## config.mk

```make
export PLATFORM = sky130hd
export DESIGN_NAME = opc_ctrl
export DESIGN_NICKNAME = d
export VERILOG_FILES = /design/src/verilog/opc_pkg.sv /design/src/verilog/opc_ctrl.sv
export SDC_FILE = /design/constraint.sdc
export NUM_CORES = 1
export LEC_CHECK = 0
export BUFFER_PORTS_ARGS = -buffer_cell sky130_fd_sc_hd__buf_2
export CAP_MARGIN = 5
export CORE_MARGIN = 2
export CORE_UTILIZATION = 45
export DETAILED_ROUTE_END_ITERATION = 6
export GPL_ROUTABILITY_DRIVEN = 0
export PLACE_DENSITY_LB_ADDON = 0.25
export SYNTH_ARGS = -nofsm -noshare
export SYNTH_HDL_FRONTEND = slang
export SYNTH_SLANG_ARGS = --single-unit
```

## constraint.sdc

```tcl
create_clock -name CLOCK -period 3.14 [get_ports CLOCK]
set_input_delay 0 -clock CLOCK [delete_from_list [all_inputs] [get_ports CLOCK]]
set_output_delay 0 -clock CLOCK [all_outputs]
set_load 0.03 [all_outputs]
```

## src/verilog/opc_pkg.sv

```systemverilog
// opc_pkg: register indices, field positions and reset values
// assumes a 32-bit bus; byte address of a register is four times its index
package opc_pkg;
    localparam logic [7:0] IDX_STATUS = 8'h2F;
    localparam logic [7:0] IDX_CTRL_A = 8'h32;
    localparam logic [7:0] IDX_CTRL_B = 8'h33;
    localparam logic [7:0] IDX_PERIOD = 8'h34;
    localparam logic [7:0] IDX_ASEL = 8'h35;
    localparam logic [7:0] IDX_FWIDTH = 8'h36;
    localparam logic [7:0] IDX_DAC = 8'h37;
    localparam logic [7:0] RST_STATUS = 8'h80;
    localparam logic [7:0] RST_CTRL_A = 8'h00;
    localparam logic [7:0] RST_CTRL_B = 8'h07;
    localparam logic [7:0] RST_PERIOD = 8'h00;
    localparam logic [7:0] RST_ASEL = 8'h00;
    localparam logic [7:0] RST_FWIDTH = 8'hFF;
    localparam logic [7:0] RST_DAC = 8'hFF;
    localparam int B_DIS = 7;
    localparam int B_REFSEL = 6;
    localparam int B_OUT = 5;
    localparam int B_FLAG = 4;
    localparam int B_IE = 3;
    localparam int B_CAPSEL = 2;
    localparam int B_SOFTSW = 6;
    localparam int B_FEN = 5;
    localparam int B_TEN = 7;
    localparam int B_FCLK = 6;
    localparam int B_DACPIN = 7;
    localparam int B_PINDIS = 5;
    localparam logic [4:0] RC_DIV_LAST = 5'h1F;
    localparam logic [1:0] EV_ANY = 2'h0;
    localparam logic [1:0] EV_FALL = 2'h2;
    localparam logic [1:0] EV_RISE = 2'h3;
    localparam logic [1:0] NEG_PIN = 2'h0;
    localparam logic [1:0] NEG_ADC = 2'h1;
    localparam logic [1:0] NEG_AMP = 2'h2;
    localparam logic [1:0] NEG_NONE = 2'h3;
endpackage : opc_pkg

```

## src/verilog/opc_ctrl.sv

```systemverilog
// opc_ctrl: op-amp channel switch, comparator filter and event logic
// assumes AHB-Lite single word transfers and a 32 MHz RC clock on RC_CLK
//
// Design decision made here: the AHB-Lite interface to the registers.
`timescale 1ns/100ps
`default_nettype none

// Function
// RQ1: switch counter doubles as 8-bit overflow timer
// RQ2: soft switch write causes one channel switch
// RQ3: ctrl A bit 6 reads selected channel
// RQ4: soft switches also get transition period
// RQ5: timer enable bit runs timer and interrupt
// RQ6: dual mode runs timer, interrupt stays gated
// RQ7: counter match starts switch and clears counter
// RQ8: transition count sets hold, zero disables
// RQ9: period register is scratch byte when disabled
// RQ10: reference select picks positive input source
// RQ11: two select bits pick negative input
// RQ12: output held during switch transition
// RQ13: filter enable bit, width from register
// RQ14: filter clock system or RC over 32
// RQ15: changes pass only after stable width
// RQ16: ctrl A channel enables and invert bits
// RQ17: module enable and channel mode decode
// RQ18: DAC code n gives (n+1)/256 reference
// RQ19: DAC pin output has own enable
// RQ20: comparator disable bit, status resets 0x80
// RQ21: status bit 5 is synchronized output
// RQ22: flag on event, gated interrupt, clears
// RQ23: event mode any, falling or rising
// RQ24: capture source comparator or capture pin
// RQ25: comparator output drives PWM shutdown
// RQ26: filter restarts count on differing sample
module opc_ctrl (
    input wire logic CLOCK,
    input wire logic RST,
    input wire logic HSEL,
    input wire logic [31:0] HADDR,
    input wire logic [1:0] HTRANS,
    input wire logic HWRITE,
    input wire logic [2:0] HSIZE,
    input wire logic [31:0] HWDATA,
    input wire logic HREADY,
    output logic HREADYOUT,
    output logic HRESP,
    output logic [31:0] HRDATA,
    input wire logic RC_CLK,
    input wire logic COMP_RAW,
    input wire logic CAPTURE_PIN,
    input wire logic GLOBAL_IRQ_EN,
    input wire logic IRQ_ACK,
    output logic COMP_IRQ,
    output logic TIMER_IRQ,
    output logic FRONTEND_ON,
    output logic CHANNEL_SEL,
    output logic AMP_INVERT,
    output logic COMP_ON,
    output logic POS_SEL_REF,
    output logic [1:0] NEG_SEL,
    output logic [2:0] ADC_CHAN,
    output logic [7:0] DAC_CODE,
    output logic DAC_PIN_EN,
    output logic CAPTURE_OUT,
    output logic PWM_SHUTDOWN,
    output logic HOLD_ACTIVE
);
    // ****************************************
    // bus slave
    // ****************************************
    logic [7:0] status_q, ctrl_a_q, ctrl_b_q, period_q, asel_q, fwidth_q, dac_q;
    logic wr_q, rd_q;
    logic [7:0] idx_q;
    logic [7:0] wdat;
    logic wr_status, wr_a, soft_sw;

    always_ff @(posedge CLOCK) begin
        if (RST) begin
            wr_q <= 1'b0;
            rd_q <= 1'b0;
            idx_q <= 8'h00;
        end else begin
            wr_q <= HSEL & HTRANS[1] & HREADY & HWRITE;
            rd_q <= HSEL & HTRANS[1] & HREADY & ~HWRITE;
            if (HSEL & HTRANS[1] & HREADY) begin
                idx_q <= HADDR[9:2];
            end
        end
    end

    assign wdat = HWDATA[7:0];
    assign HREADYOUT = 1'b1;
    assign HRESP = 1'b0;
    assign wr_status = wr_q && idx_q == opc_pkg::IDX_STATUS;
    assign wr_a = wr_q && idx_q == opc_pkg::IDX_CTRL_A;
    assign soft_sw = wr_a & wdat[opc_pkg::B_SOFTSW]; // RQ2

    logic filt_q;
    logic chan_q;

    always_comb begin
        HRDATA = 32'h0000_0000;
        if (rd_q) begin
            case (idx_q)
                opc_pkg::IDX_STATUS: HRDATA[7:0] = {status_q[7:6], filt_q, status_q[4:0]}; // RQ21
                opc_pkg::IDX_CTRL_A: HRDATA[7:0] = {ctrl_a_q[7], chan_q, ctrl_a_q[5], 1'b0,
                                                    ctrl_a_q[3:0]}; // RQ3
                opc_pkg::IDX_CTRL_B: HRDATA[7:0] = ctrl_b_q;
                opc_pkg::IDX_PERIOD: HRDATA[7:0] = period_q; // RQ9
                opc_pkg::IDX_ASEL: HRDATA[7:0] = asel_q;
                opc_pkg::IDX_FWIDTH: HRDATA[7:0] = fwidth_q;
                opc_pkg::IDX_DAC: HRDATA[7:0] = dac_q;
                default: HRDATA = 32'h0000_0000;
            endcase
        end
    end

    // ****************************************
    // control registers
    // ****************************************
    logic event_w;

    always_ff @(posedge CLOCK) begin
        if (RST) begin
            ctrl_a_q <= opc_pkg::RST_CTRL_A;
            ctrl_b_q <= opc_pkg::RST_CTRL_B;
            period_q <= opc_pkg::RST_PERIOD;
            asel_q <= opc_pkg::RST_ASEL;
            fwidth_q <= opc_pkg::RST_FWIDTH;
            dac_q <= opc_pkg::RST_DAC;
        end else if (wr_q) begin
            case (idx_q)
                opc_pkg::IDX_CTRL_A: ctrl_a_q <= {wdat[7], 1'b0, wdat[5], 1'b0, wdat[3:0]}; // RQ16
                opc_pkg::IDX_CTRL_B: ctrl_b_q <= wdat;
                opc_pkg::IDX_PERIOD: period_q <= wdat; // RQ9
                opc_pkg::IDX_ASEL: asel_q <= wdat;
                opc_pkg::IDX_FWIDTH: fwidth_q <= wdat;
                opc_pkg::IDX_DAC: dac_q <= wdat;
                default: ctrl_a_q <= ctrl_a_q;
            endcase
        end
    end

    // flag set wins over a clear in the same cycle
    always_ff @(posedge CLOCK) begin
        if (RST) begin
            status_q <= opc_pkg::RST_STATUS; // RQ20
        end else begin
            if (wr_status) begin
                status_q[7:6] <= wdat[7:6];
                status_q[3:0] <= wdat[3:0];
            end
            status_q[5] <= 1'b0;
            if (event_w) begin
                status_q[4] <= 1'b1; // RQ22
            end else if (IRQ_ACK || (wr_status && wdat[opc_pkg::B_FLAG])) begin
                status_q[4] <= 1'b0; // RQ22
            end
        end
    end

    // ****************************************
    // synchronisers and RC tick
    // ****************************************
    logic [2:0] rc_s;
    logic [1:0] cmp_s, cap_s;
    logic [4:0] rc_div_q;
    logic rc_tick;

    always_ff @(posedge CLOCK) begin
        if (RST) begin
            rc_s <= 3'h0;
            cmp_s <= 2'h0;
            cap_s <= 2'h0;
            rc_div_q <= 5'h00;
        end else begin
            rc_s <= {rc_s[1:0], RC_CLK};
            cmp_s <= {cmp_s[0], COMP_RAW};
            cap_s <= {cap_s[0], CAPTURE_PIN};
            if (rc_s[1] & ~rc_s[2]) begin
                rc_div_q <= rc_div_q + 5'h01;
            end
        end
    end

    assign rc_tick = rc_s[1] & ~rc_s[2] & (rc_div_q == opc_pkg::RC_DIV_LAST); // RQ14

    logic tick;
    assign tick = asel_q[opc_pkg::B_FCLK] ? rc_tick : 1'b1; // RQ14

    // ****************************************
    // channel switching
    // ****************************************
    logic mod_en, dual, timer_run, tmr_match, sw_req;
    logic [7:0] tcnt_q;
    logic [6:0] trans_q;

    assign mod_en = ctrl_a_q[7]; // RQ17
    assign dual = mod_en & ctrl_a_q[0] & ctrl_a_q[1]; // RQ17
    assign timer_run = ctrl_b_q[opc_pkg::B_TEN] | dual; // RQ5 RQ6
    assign tmr_match = timer_run && tick && tcnt_q == period_q;
    assign sw_req = dual & (tmr_match | soft_sw); // RQ2 RQ7

    always_ff @(posedge CLOCK) begin
        if (RST) begin
            tcnt_q <= 8'h00;
        end else if (!timer_run) begin
            tcnt_q <= 8'h00;
        end else if (tmr_match) begin
            tcnt_q <= 8'h00; // RQ7
        end else if (tick) begin
            tcnt_q <= tcnt_q + 8'h01; // RQ1
        end
    end

    always_ff @(posedge CLOCK) begin
        if (RST) begin
            TIMER_IRQ <= 1'b0;
        end else begin
            TIMER_IRQ <= tmr_match & ctrl_b_q[opc_pkg::B_TEN]; // RQ1 RQ5 RQ6
        end
    end

    always_ff @(posedge CLOCK) begin
        if (RST) begin
            chan_q <= 1'b0;
        end else if (!dual) begin
            chan_q <= mod_en & ctrl_a_q[1] & ~ctrl_a_q[0]; // RQ17
        end else if (sw_req) begin
            chan_q <= ~chan_q; // RQ2 RQ7
        end
    end

    always_ff @(posedge CLOCK) begin
        if (RST) begin
            trans_q <= 7'h00;
        end else if (sw_req) begin
            trans_q <= ctrl_b_q[6:0]; // RQ4 RQ8
        end else if (trans_q != 7'h00 && tick) begin
            trans_q <= trans_q - 7'h01;
        end
    end

    assign HOLD_ACTIVE = trans_q != 7'h00; // RQ8

    // ****************************************
    // output hold and width filter
    // ****************************************
    logic held_q, cand_q;
    logic [7:0] fcnt_q;
    logic cmp_on, prev_q;

    assign cmp_on = ~status_q[opc_pkg::B_DIS]; // RQ20

    always_ff @(posedge CLOCK) begin
        if (RST) begin
            held_q <= 1'b0;
        end else if (!HOLD_ACTIVE) begin
            held_q <= cmp_s[1] & cmp_on; // RQ12
        end
    end

    always_ff @(posedge CLOCK) begin
        if (RST) begin
            cand_q <= 1'b0;
            fcnt_q <= 8'h00;
            filt_q <= 1'b0;
        end else if (!ctrl_a_q[opc_pkg::B_FEN]) begin
            cand_q <= held_q;
            fcnt_q <= 8'h00;
            filt_q <= held_q; // RQ13
        end else if (held_q != cand_q) begin
            cand_q <= held_q;
            fcnt_q <= 8'h00; // RQ26
        end else if (tick) begin
            if (fcnt_q == fwidth_q) begin
                filt_q <= cand_q; // RQ13 RQ15
            end else begin
                fcnt_q <= fcnt_q + 8'h01; // RQ15
            end
        end
    end

    always_ff @(posedge CLOCK) begin
        if (RST) begin
            prev_q <= 1'b0;
        end else begin
            prev_q <= filt_q;
        end
    end

    always_comb begin
        case (status_q[1:0])
            opc_pkg::EV_ANY: event_w = filt_q ^ prev_q; // RQ23
            opc_pkg::EV_FALL: event_w = prev_q & ~filt_q; // RQ23
            opc_pkg::EV_RISE: event_w = filt_q & ~prev_q; // RQ23
            default: event_w = 1'b0;
        endcase
    end

    // ****************************************
    // output routing
    // ****************************************
    always_ff @(posedge CLOCK) begin
        if (RST) begin
            COMP_IRQ <= 1'b0;
            CAPTURE_OUT <= 1'b0;
            PWM_SHUTDOWN <= 1'b0;
            NEG_SEL <= opc_pkg::NEG_NONE;
        end else begin
            COMP_IRQ <= status_q[4] & status_q[opc_pkg::B_IE] & GLOBAL_IRQ_EN; // RQ22
            CAPTURE_OUT <= status_q[opc_pkg::B_CAPSEL] ? filt_q : cap_s[1]; // RQ24
            PWM_SHUTDOWN <= filt_q; // RQ25
            if (asel_q[1]) begin
                NEG_SEL <= opc_pkg::NEG_AMP; // RQ11
            end else if (asel_q[0]) begin
                NEG_SEL <= opc_pkg::NEG_ADC; // RQ11
            end else if (asel_q[opc_pkg::B_PINDIS]) begin
                NEG_SEL <= opc_pkg::NEG_PIN; // RQ11
            end else begin
                NEG_SEL <= opc_pkg::NEG_ADC;
            end
        end
    end

    assign FRONTEND_ON = mod_en; // RQ17
    assign CHANNEL_SEL = chan_q;
    assign AMP_INVERT = chan_q ? ctrl_a_q[3] : ctrl_a_q[2]; // RQ16
    assign COMP_ON = cmp_on;
    assign POS_SEL_REF = status_q[opc_pkg::B_REFSEL]; // RQ10
    assign ADC_CHAN = asel_q[4:2]; // RQ11
    assign DAC_CODE = dac_q; // RQ18
    assign DAC_PIN_EN = asel_q[opc_pkg::B_DACPIN]; // RQ19

    // ****************************************
    // checks
    // ****************************************
    soft_flip_a: assert property (@(posedge CLOCK) disable iff (RST) // RQ2
        sw_req |=> chan_q != $past(chan_q)) else $error("switch did not flip channel");
    timer_wrap_a: assert property (@(posedge CLOCK) disable iff (RST) // RQ7
        tmr_match |=> tcnt_q == 8'h00) else $error("counter not cleared on match");
    timer_irq_a: assert property (@(posedge CLOCK) disable iff (RST) // RQ6
        TIMER_IRQ |-> $past(ctrl_b_q[7]) && $past(tcnt_q) == $past(period_q))
        else $error("timer interrupt without enable or match");
    hold_out_a: assert property (@(posedge CLOCK) disable iff (RST) // RQ12
        HOLD_ACTIVE |=> held_q == $past(held_q)) else $error("output moved during hold");
    trans_zero_a: assert property (@(posedge CLOCK) disable iff (RST) // RQ8
        sw_req && ctrl_b_q[6:0] == 7'h00 |=> !HOLD_ACTIVE) else $error("hold with zero count");
    flag_set_a: assert property (@(posedge CLOCK) disable iff (RST) // RQ22
        event_w |=> status_q[4]) else $error("event lost");
    irq_gate_a: assert property (@(posedge CLOCK) disable iff (RST) // RQ22
        COMP_IRQ |-> $past(status_q[4] && status_q[3] && GLOBAL_IRQ_EN))
        else $error("interrupt not gated");
    reset_val_a: assert property (@(posedge CLOCK) // RQ20
        RST |=> status_q == 8'h80) else $error("status reset value wrong");
    filt_restart_a: assert property (@(posedge CLOCK) disable iff (RST) // RQ26
        ctrl_a_q[5] && held_q != cand_q |=> fcnt_q == 8'h00) else $error("filter not restarted");
endmodule : opc_ctrl

`default_nettype wire

```

; Word level (Yosys, flattened, before mapping)
; Cells that the tools add are included.
[word_totals]
register_bits = 108
input_bits = 79
elab_cells = 124
[op_classes]
addsub = 4
n_eq_ne = 18
n_mux = 21
bitwise_logic = 31
n_reduce_logical = 22
[ops]
columns = op, n
row1 = equality test 8 x 6 -> 1 bit (second input constant), 7
row2 = one-hot mux 8 bit (7 select lines), 1
row3 = bitwise AND 1 bit, 18
row4 = adder 8 x 1 -> 8 bit (second input constant), 2
row5 = equality test 8 bit, 2
row6 = 2-to-1 mux 1 bit, 16
row7 = 2-to-1 mux 7 bit, 2
row8 = AND reduction 2 bit, 7
row9 = inverter 1 bit, 10
row10 = 2-to-1 mux 8 bit, 1
row11 = inequality test 2 x 1 -> 1 bit (second input constant), 4
row12 = nonzero test 7 bit, 1
row13 = subtractor 7 x 1 -> 7 bit (second input constant), 1
row14 = logical AND 1 bit, 6
row15 = OR reduction 3 bit, 2
row16 = adder 5 x 1 -> 5 bit (second input constant), 1
row17 = equality test 5 bit (second input constant), 1
row18 = equality test 2 bit (second input constant), 2
row19 = nonzero test 2 bit, 2
row20 = one-hot mux 1 bit (3 select lines), 1
row21 = AND reduction 3 bit, 1
row22 = logical NOT 2 bit, 1
row23 = inequality test 2 bit (second input constant), 1
row24 = OR 1 bit, 2
row25 = other kinds (4), 4

; Logic depth before layout (Yosys ltp)
[logic_depth]
word_depth = 10
depth_mapped = 10
ltp_nobuf = 8

; Worst setup path after synthesis
; OpenSTA, ideal clock, no wires.
[synth_path]
path_type = register to register
start = register rc_div_q[0]
end = register fcnt_q[7]
setup_time_ps = 72
arrival_time_ps = 2083
required_time_ps = 3068
slack_ps = 985
stages_incl_launch_ff = 11
n_path_buf = 2
path_cell_list = dfxtp_1 -> ha_1 -> and3_1 -> ha_1 -> nand3b_4 -> and2_4 -> buf_6 -> a21o_1 -> buf_6 -> or4_1 -> a21oi_1
[synth_via]
elab_chain_cells = 4
[synth_lines]
columns = item, line_no
row1 = from (decl), opc_ctrl.sv:167  ; logic [4:0] rc_div_q;
row2 = from (signal assigned), opc_ctrl.sv:181  ; rc_div_q <= rc_div_q + 5'h01;
row3 = equality test 5 bit, opc_ctrl.sv:186  ; assign rc_tick = rc_s[1] & ~rc_s[2] & (rc_div_q == opc_pkg::RC_DIV_LAST);
row4 = bitwise AND 1 bit, opc_ctrl.sv:186
row5 = 2-to-1 mux 1 bit, opc_ctrl.sv:189  ; assign tick = asel_q[opc_pkg::B_FCLK] ? rc_tick : 1'b1;
row6 = AND reduction 2 bit (no line), -
row7 = to (signal assigned), opc_ctrl.sv:279  ; fcnt_q <= fcnt_q + 8'h01;
row8 = to (decl), opc_ctrl.sv:250  ; logic [7:0] fcnt_q;
; Every way passes these cells.
; A chain may end at the register's enable or synchronous reset.

; Worst setup path after layout
[layout_path]
start = register idx_q[0]
end = output port HRDATA[6]
[layout_via]
elab_chain_cells = 3
word_cells_on_any_way = 9
classes_between = 7 x eq/ne / 2 x mux
[layout_lines]
columns = item, line_no
row1 = from (decl), opc_ctrl.sv:73  ; logic [7:0] idx_q;
row2 = from (signal assigned), opc_ctrl.sv:86  ; idx_q <= HADDR[9:2];
row3 = equality test 8 x 6 -> 1 bit, opc_ctrl.sv:104  ; case (idx_q)
row4 = one-hot mux 8 bit (7 select lines) (*), opc_ctrl.sv:104
row5 = 2-to-1 mux 8 bit (*), opc_ctrl.sv:103  ; if (rd_q) begin
row6 = to (decl), opc_ctrl.sv:47  ; output logic [31:0] HRDATA,
; Mark *: on every way between the ends. The rest lies on a longest branch, timed or not.

==> results_dict.tcl <==
set metrics [dict create \
    yosys_register_bits 108 \
    layout_worst_path_cycle_share_pct 86.8 \
    dr.pass1.iters 5 \
    min_period_ns 2.72 \
    finish.utilization_pct 52.6 \
    crit_path_max_incr_delay_ns 0.59 \
    synth_area_leaders "dfxtp_1 41%, mux2i_1 5.7%, nand2_1 5.2%, buf_4 4.2%, nor2_1 3.9%" \
    drcViolationCount 0 \
    top_usage_layer "met2" \
    rrSetupSlack_ns 0.90 \
    synth_edf_count 0 \
    crit_fanout 16 \
    power_leakage_uw 0.00249 \
    ys_seq_area_share_pct 40.7 \
    worst_path_max_delay_cell "and3_1" \
    cp.required_ns 3.14 \
    vias 4422 \
    rsz0062_at_grt "false" \
    cts_buffers 9 \
    min_from "HWDATA[3]" \
    antenna_cells 0 \
    place_area_um2 5530 \
    port_buffers 58 \
    grt_pass1_vias 4300 \
    drtIter0Drc 408 \
    synth_ff_type "dfxtp_1" \
    status "finished, final reports clean" \
    r2r_cells 4 \
    most-common-layout-cells "108 x dfxtp_1, 74 x nand2_1, 58 x buf_2, 55 x nor2_1" \
    synthArstFlopShare_pct 0 \
    detail-route-antenna-nets 0 \
    grtUsageMet3_pct 2.97 \
    final_nets 742 \
    area_delta_synth_final_pct 13.7 \
    vdd_drop_max_mv 0.279 \
    r2r-start "idx_q[6]" \
    synth_area_um2 5310 \
    critPathBufInv 1 \
    grt_max_degree 52 \
    cts_root_buffer "clkbuf_16" \
    yosys.area.top_type "dfxtp_1" \
    post_cts_buffers 0 \
    fin_tns_setup_ns 0 \
    slew_viol_final 0 \
    met2_usage_pct 36.0 \
    power_density_nw_per_um2 512 \
    worstMarginPinSlew_ns 0.917 \
    cts_sinks 108 \
    routedWlPerCell_um 17.0 \
    cts_resized 0 \
    critical_path_class "flop to output pin" \
    totalPowerFinal_uw 3090 \
    yosysUniqueCellTypes 60 \
    ios 137 \
    min_to "fwidth_q[3]" \
    drive_above_1_share_pct 14.5 \
    finalClockSkew_ns 0.00593 \
    syn-instance-count 600 \
    netlist.area_leader.share_pct 40.7 \
    layout_commonest_cell "dfxtp_1" \
    worstSetupStartpointType "flop" \
    clkTransAtPathRegs_ns 0.07 \
    gr-total-overflow 0 \
    htreeDepth 3 \
    cp.arrival_ns 2.72 \
    maxSlewHeadroom_pct 38.8 \
    dp_hpwl_um 9590 \
    die_height_um 113 \
    grt_use_total_pct 21.9 \
    rr_endpoint "DAC_CODE[6]" \
    fmax_mhz 367 \
    syn_area_per_cell_um2 8.85 \
    fin_area_um2 6030 \
    max_cap_violations 0 \
    yosysWarningCount 0 \
    hold_viol 0 \
    whs_path_depth 3 \
    cpLargestDelayFamily "simple AND/OR/NAND/NOR gates" \
    cts_max_path_buffers 2 \
    hold_path_class "primary input to flop" \
    ctsHoldBuffers 20 \
    crit_chain "and2_1, and3_1, a211o_1, nand2_1, a21oi_1, buf_2" \
    dieArea_um2 12700 \
    cp-end-kind "output pin" \
    row_count 39 \
    totalWireLength_um 13700 \
    startpoint "idx_q[0]" \
    start_util_pct 46.3 \
    die_w_um 113 \
    cts_tree "built" \
    setup_violations 0 \
    clock_latency_ns 0.36 \
    avgViaCountPerCell 5.51 \
    use_met1_pct 29.0 \
    antenna_found_initial 0 \
    grt_pass1_wl_um 22100 \
    core_area_um2 11500 \
]
power by group:
part	internal, uW	leakage (uW)	total (uW)	switching (uW)
combinational	181	0.00146	446	265
sequential	1410	0.000875	1450	39.2
clock	632	0.000152	1190	561
worst register-to-register path, cell delays in order, from the launching register on:
cell,delay (ns)
dfxtp_1,0.33
and4bb_2,0.39
and2_1,0.57
nand3_1,0.46
a211o_1,0.39
worst max path at each step:
stage | end | slack (ns) | cells after the start
after global routing | HRDATA[1] | 0.27 | 6
after CTS | HRDATA[1] | 0.44 | 6
after global placement | HRDATA[7] | 0.86 | 6
final | HRDATA[6] | 0.42 | 6
after detailed placement | HRDATA[1] | 0.84 | 6
after floorplan | fcnt_q[7] | 0.99 | 10
layout make-up:
| class | instances | area (um^2) |
|---|---|---|
| Tap cell | 143 | 179 |
| Timing Repair Buffer | 82 | 520 |
| Inverter | 9 | 33.8 |
| Sequential cell | 108 | 2160 |
| Multi-Input combinational cell | 445 | 2830 |
| Clock inverter | 7 | 81.3 |
| Clock buffer | 9 | 225 |
| Fill cell | 1039 | 5430 |
through the flow:
step | cells | setup slack, ns | hold slack, ns
after global placement | 767 | 0.859 | 0.191
after CTS | 803 | 0.445 | 0.000231
final | 803 | 0.415 | 0.0138
after global routing | 803 | 0.272 | 0.0124
after detailed placement | 767 | 0.839 | 0.191
after floorplan | 624 | 0.985 | 0.0793
synth_stat cells (all sizes together), types with 7 or more instances:
cell type and number:
nand4 8, nor2 55, a211o 8, dfxtp 108, clkbuf 18, mux2i 30
xor2 16, nand3 31, ha 8, a21oi 31, nand2 74, nor2b 12
nor3 11, buf 44, xnor2 15, and3 14, nand3b 19, a31oi 7
inv 9
kinds of logic after synthesis:
kind of cell    after synthesis  share of synthesized area [%]
buf+inv                      71                           7.61
simple gates                253                           24.8
mux                          39                           8.20
flops                       108                           40.7
fa+ha+maj                     8                           1.89
xor+xnor                     31                           5.11
other cells                   2                          0.141
compound gates               88                           11.5
flip-flops by register name (all words and copies together), names as in the netlist, 2 cells and up:
| signal | count |
|---|---|
| trans_q | 7 |
| cmp_s | 2 |
| asel_q | 8 |
| rc_s | 3 |
| ctrl_b_q | 8 |
| cap_s | 2 |
| fwidth_q | 8 |
| ctrl_a_q | 6 |
| status_q | 7 |
| tcnt_q | 8 |
| rc_div_q | 5 |
| idx_q | 8 |
| DAC_CODE | 8 |
| fcnt_q | 8 |
| NEG_SEL | 2 |
| period_q | 8 |
metal layers:
metal  routed length [um]  vias up
met4                  386        0
met3                  583       23
li1                     -     2172
met5                    0        -
met2                 6510      115
met1                 6180     2112
(Power assumes the default switching activity.)
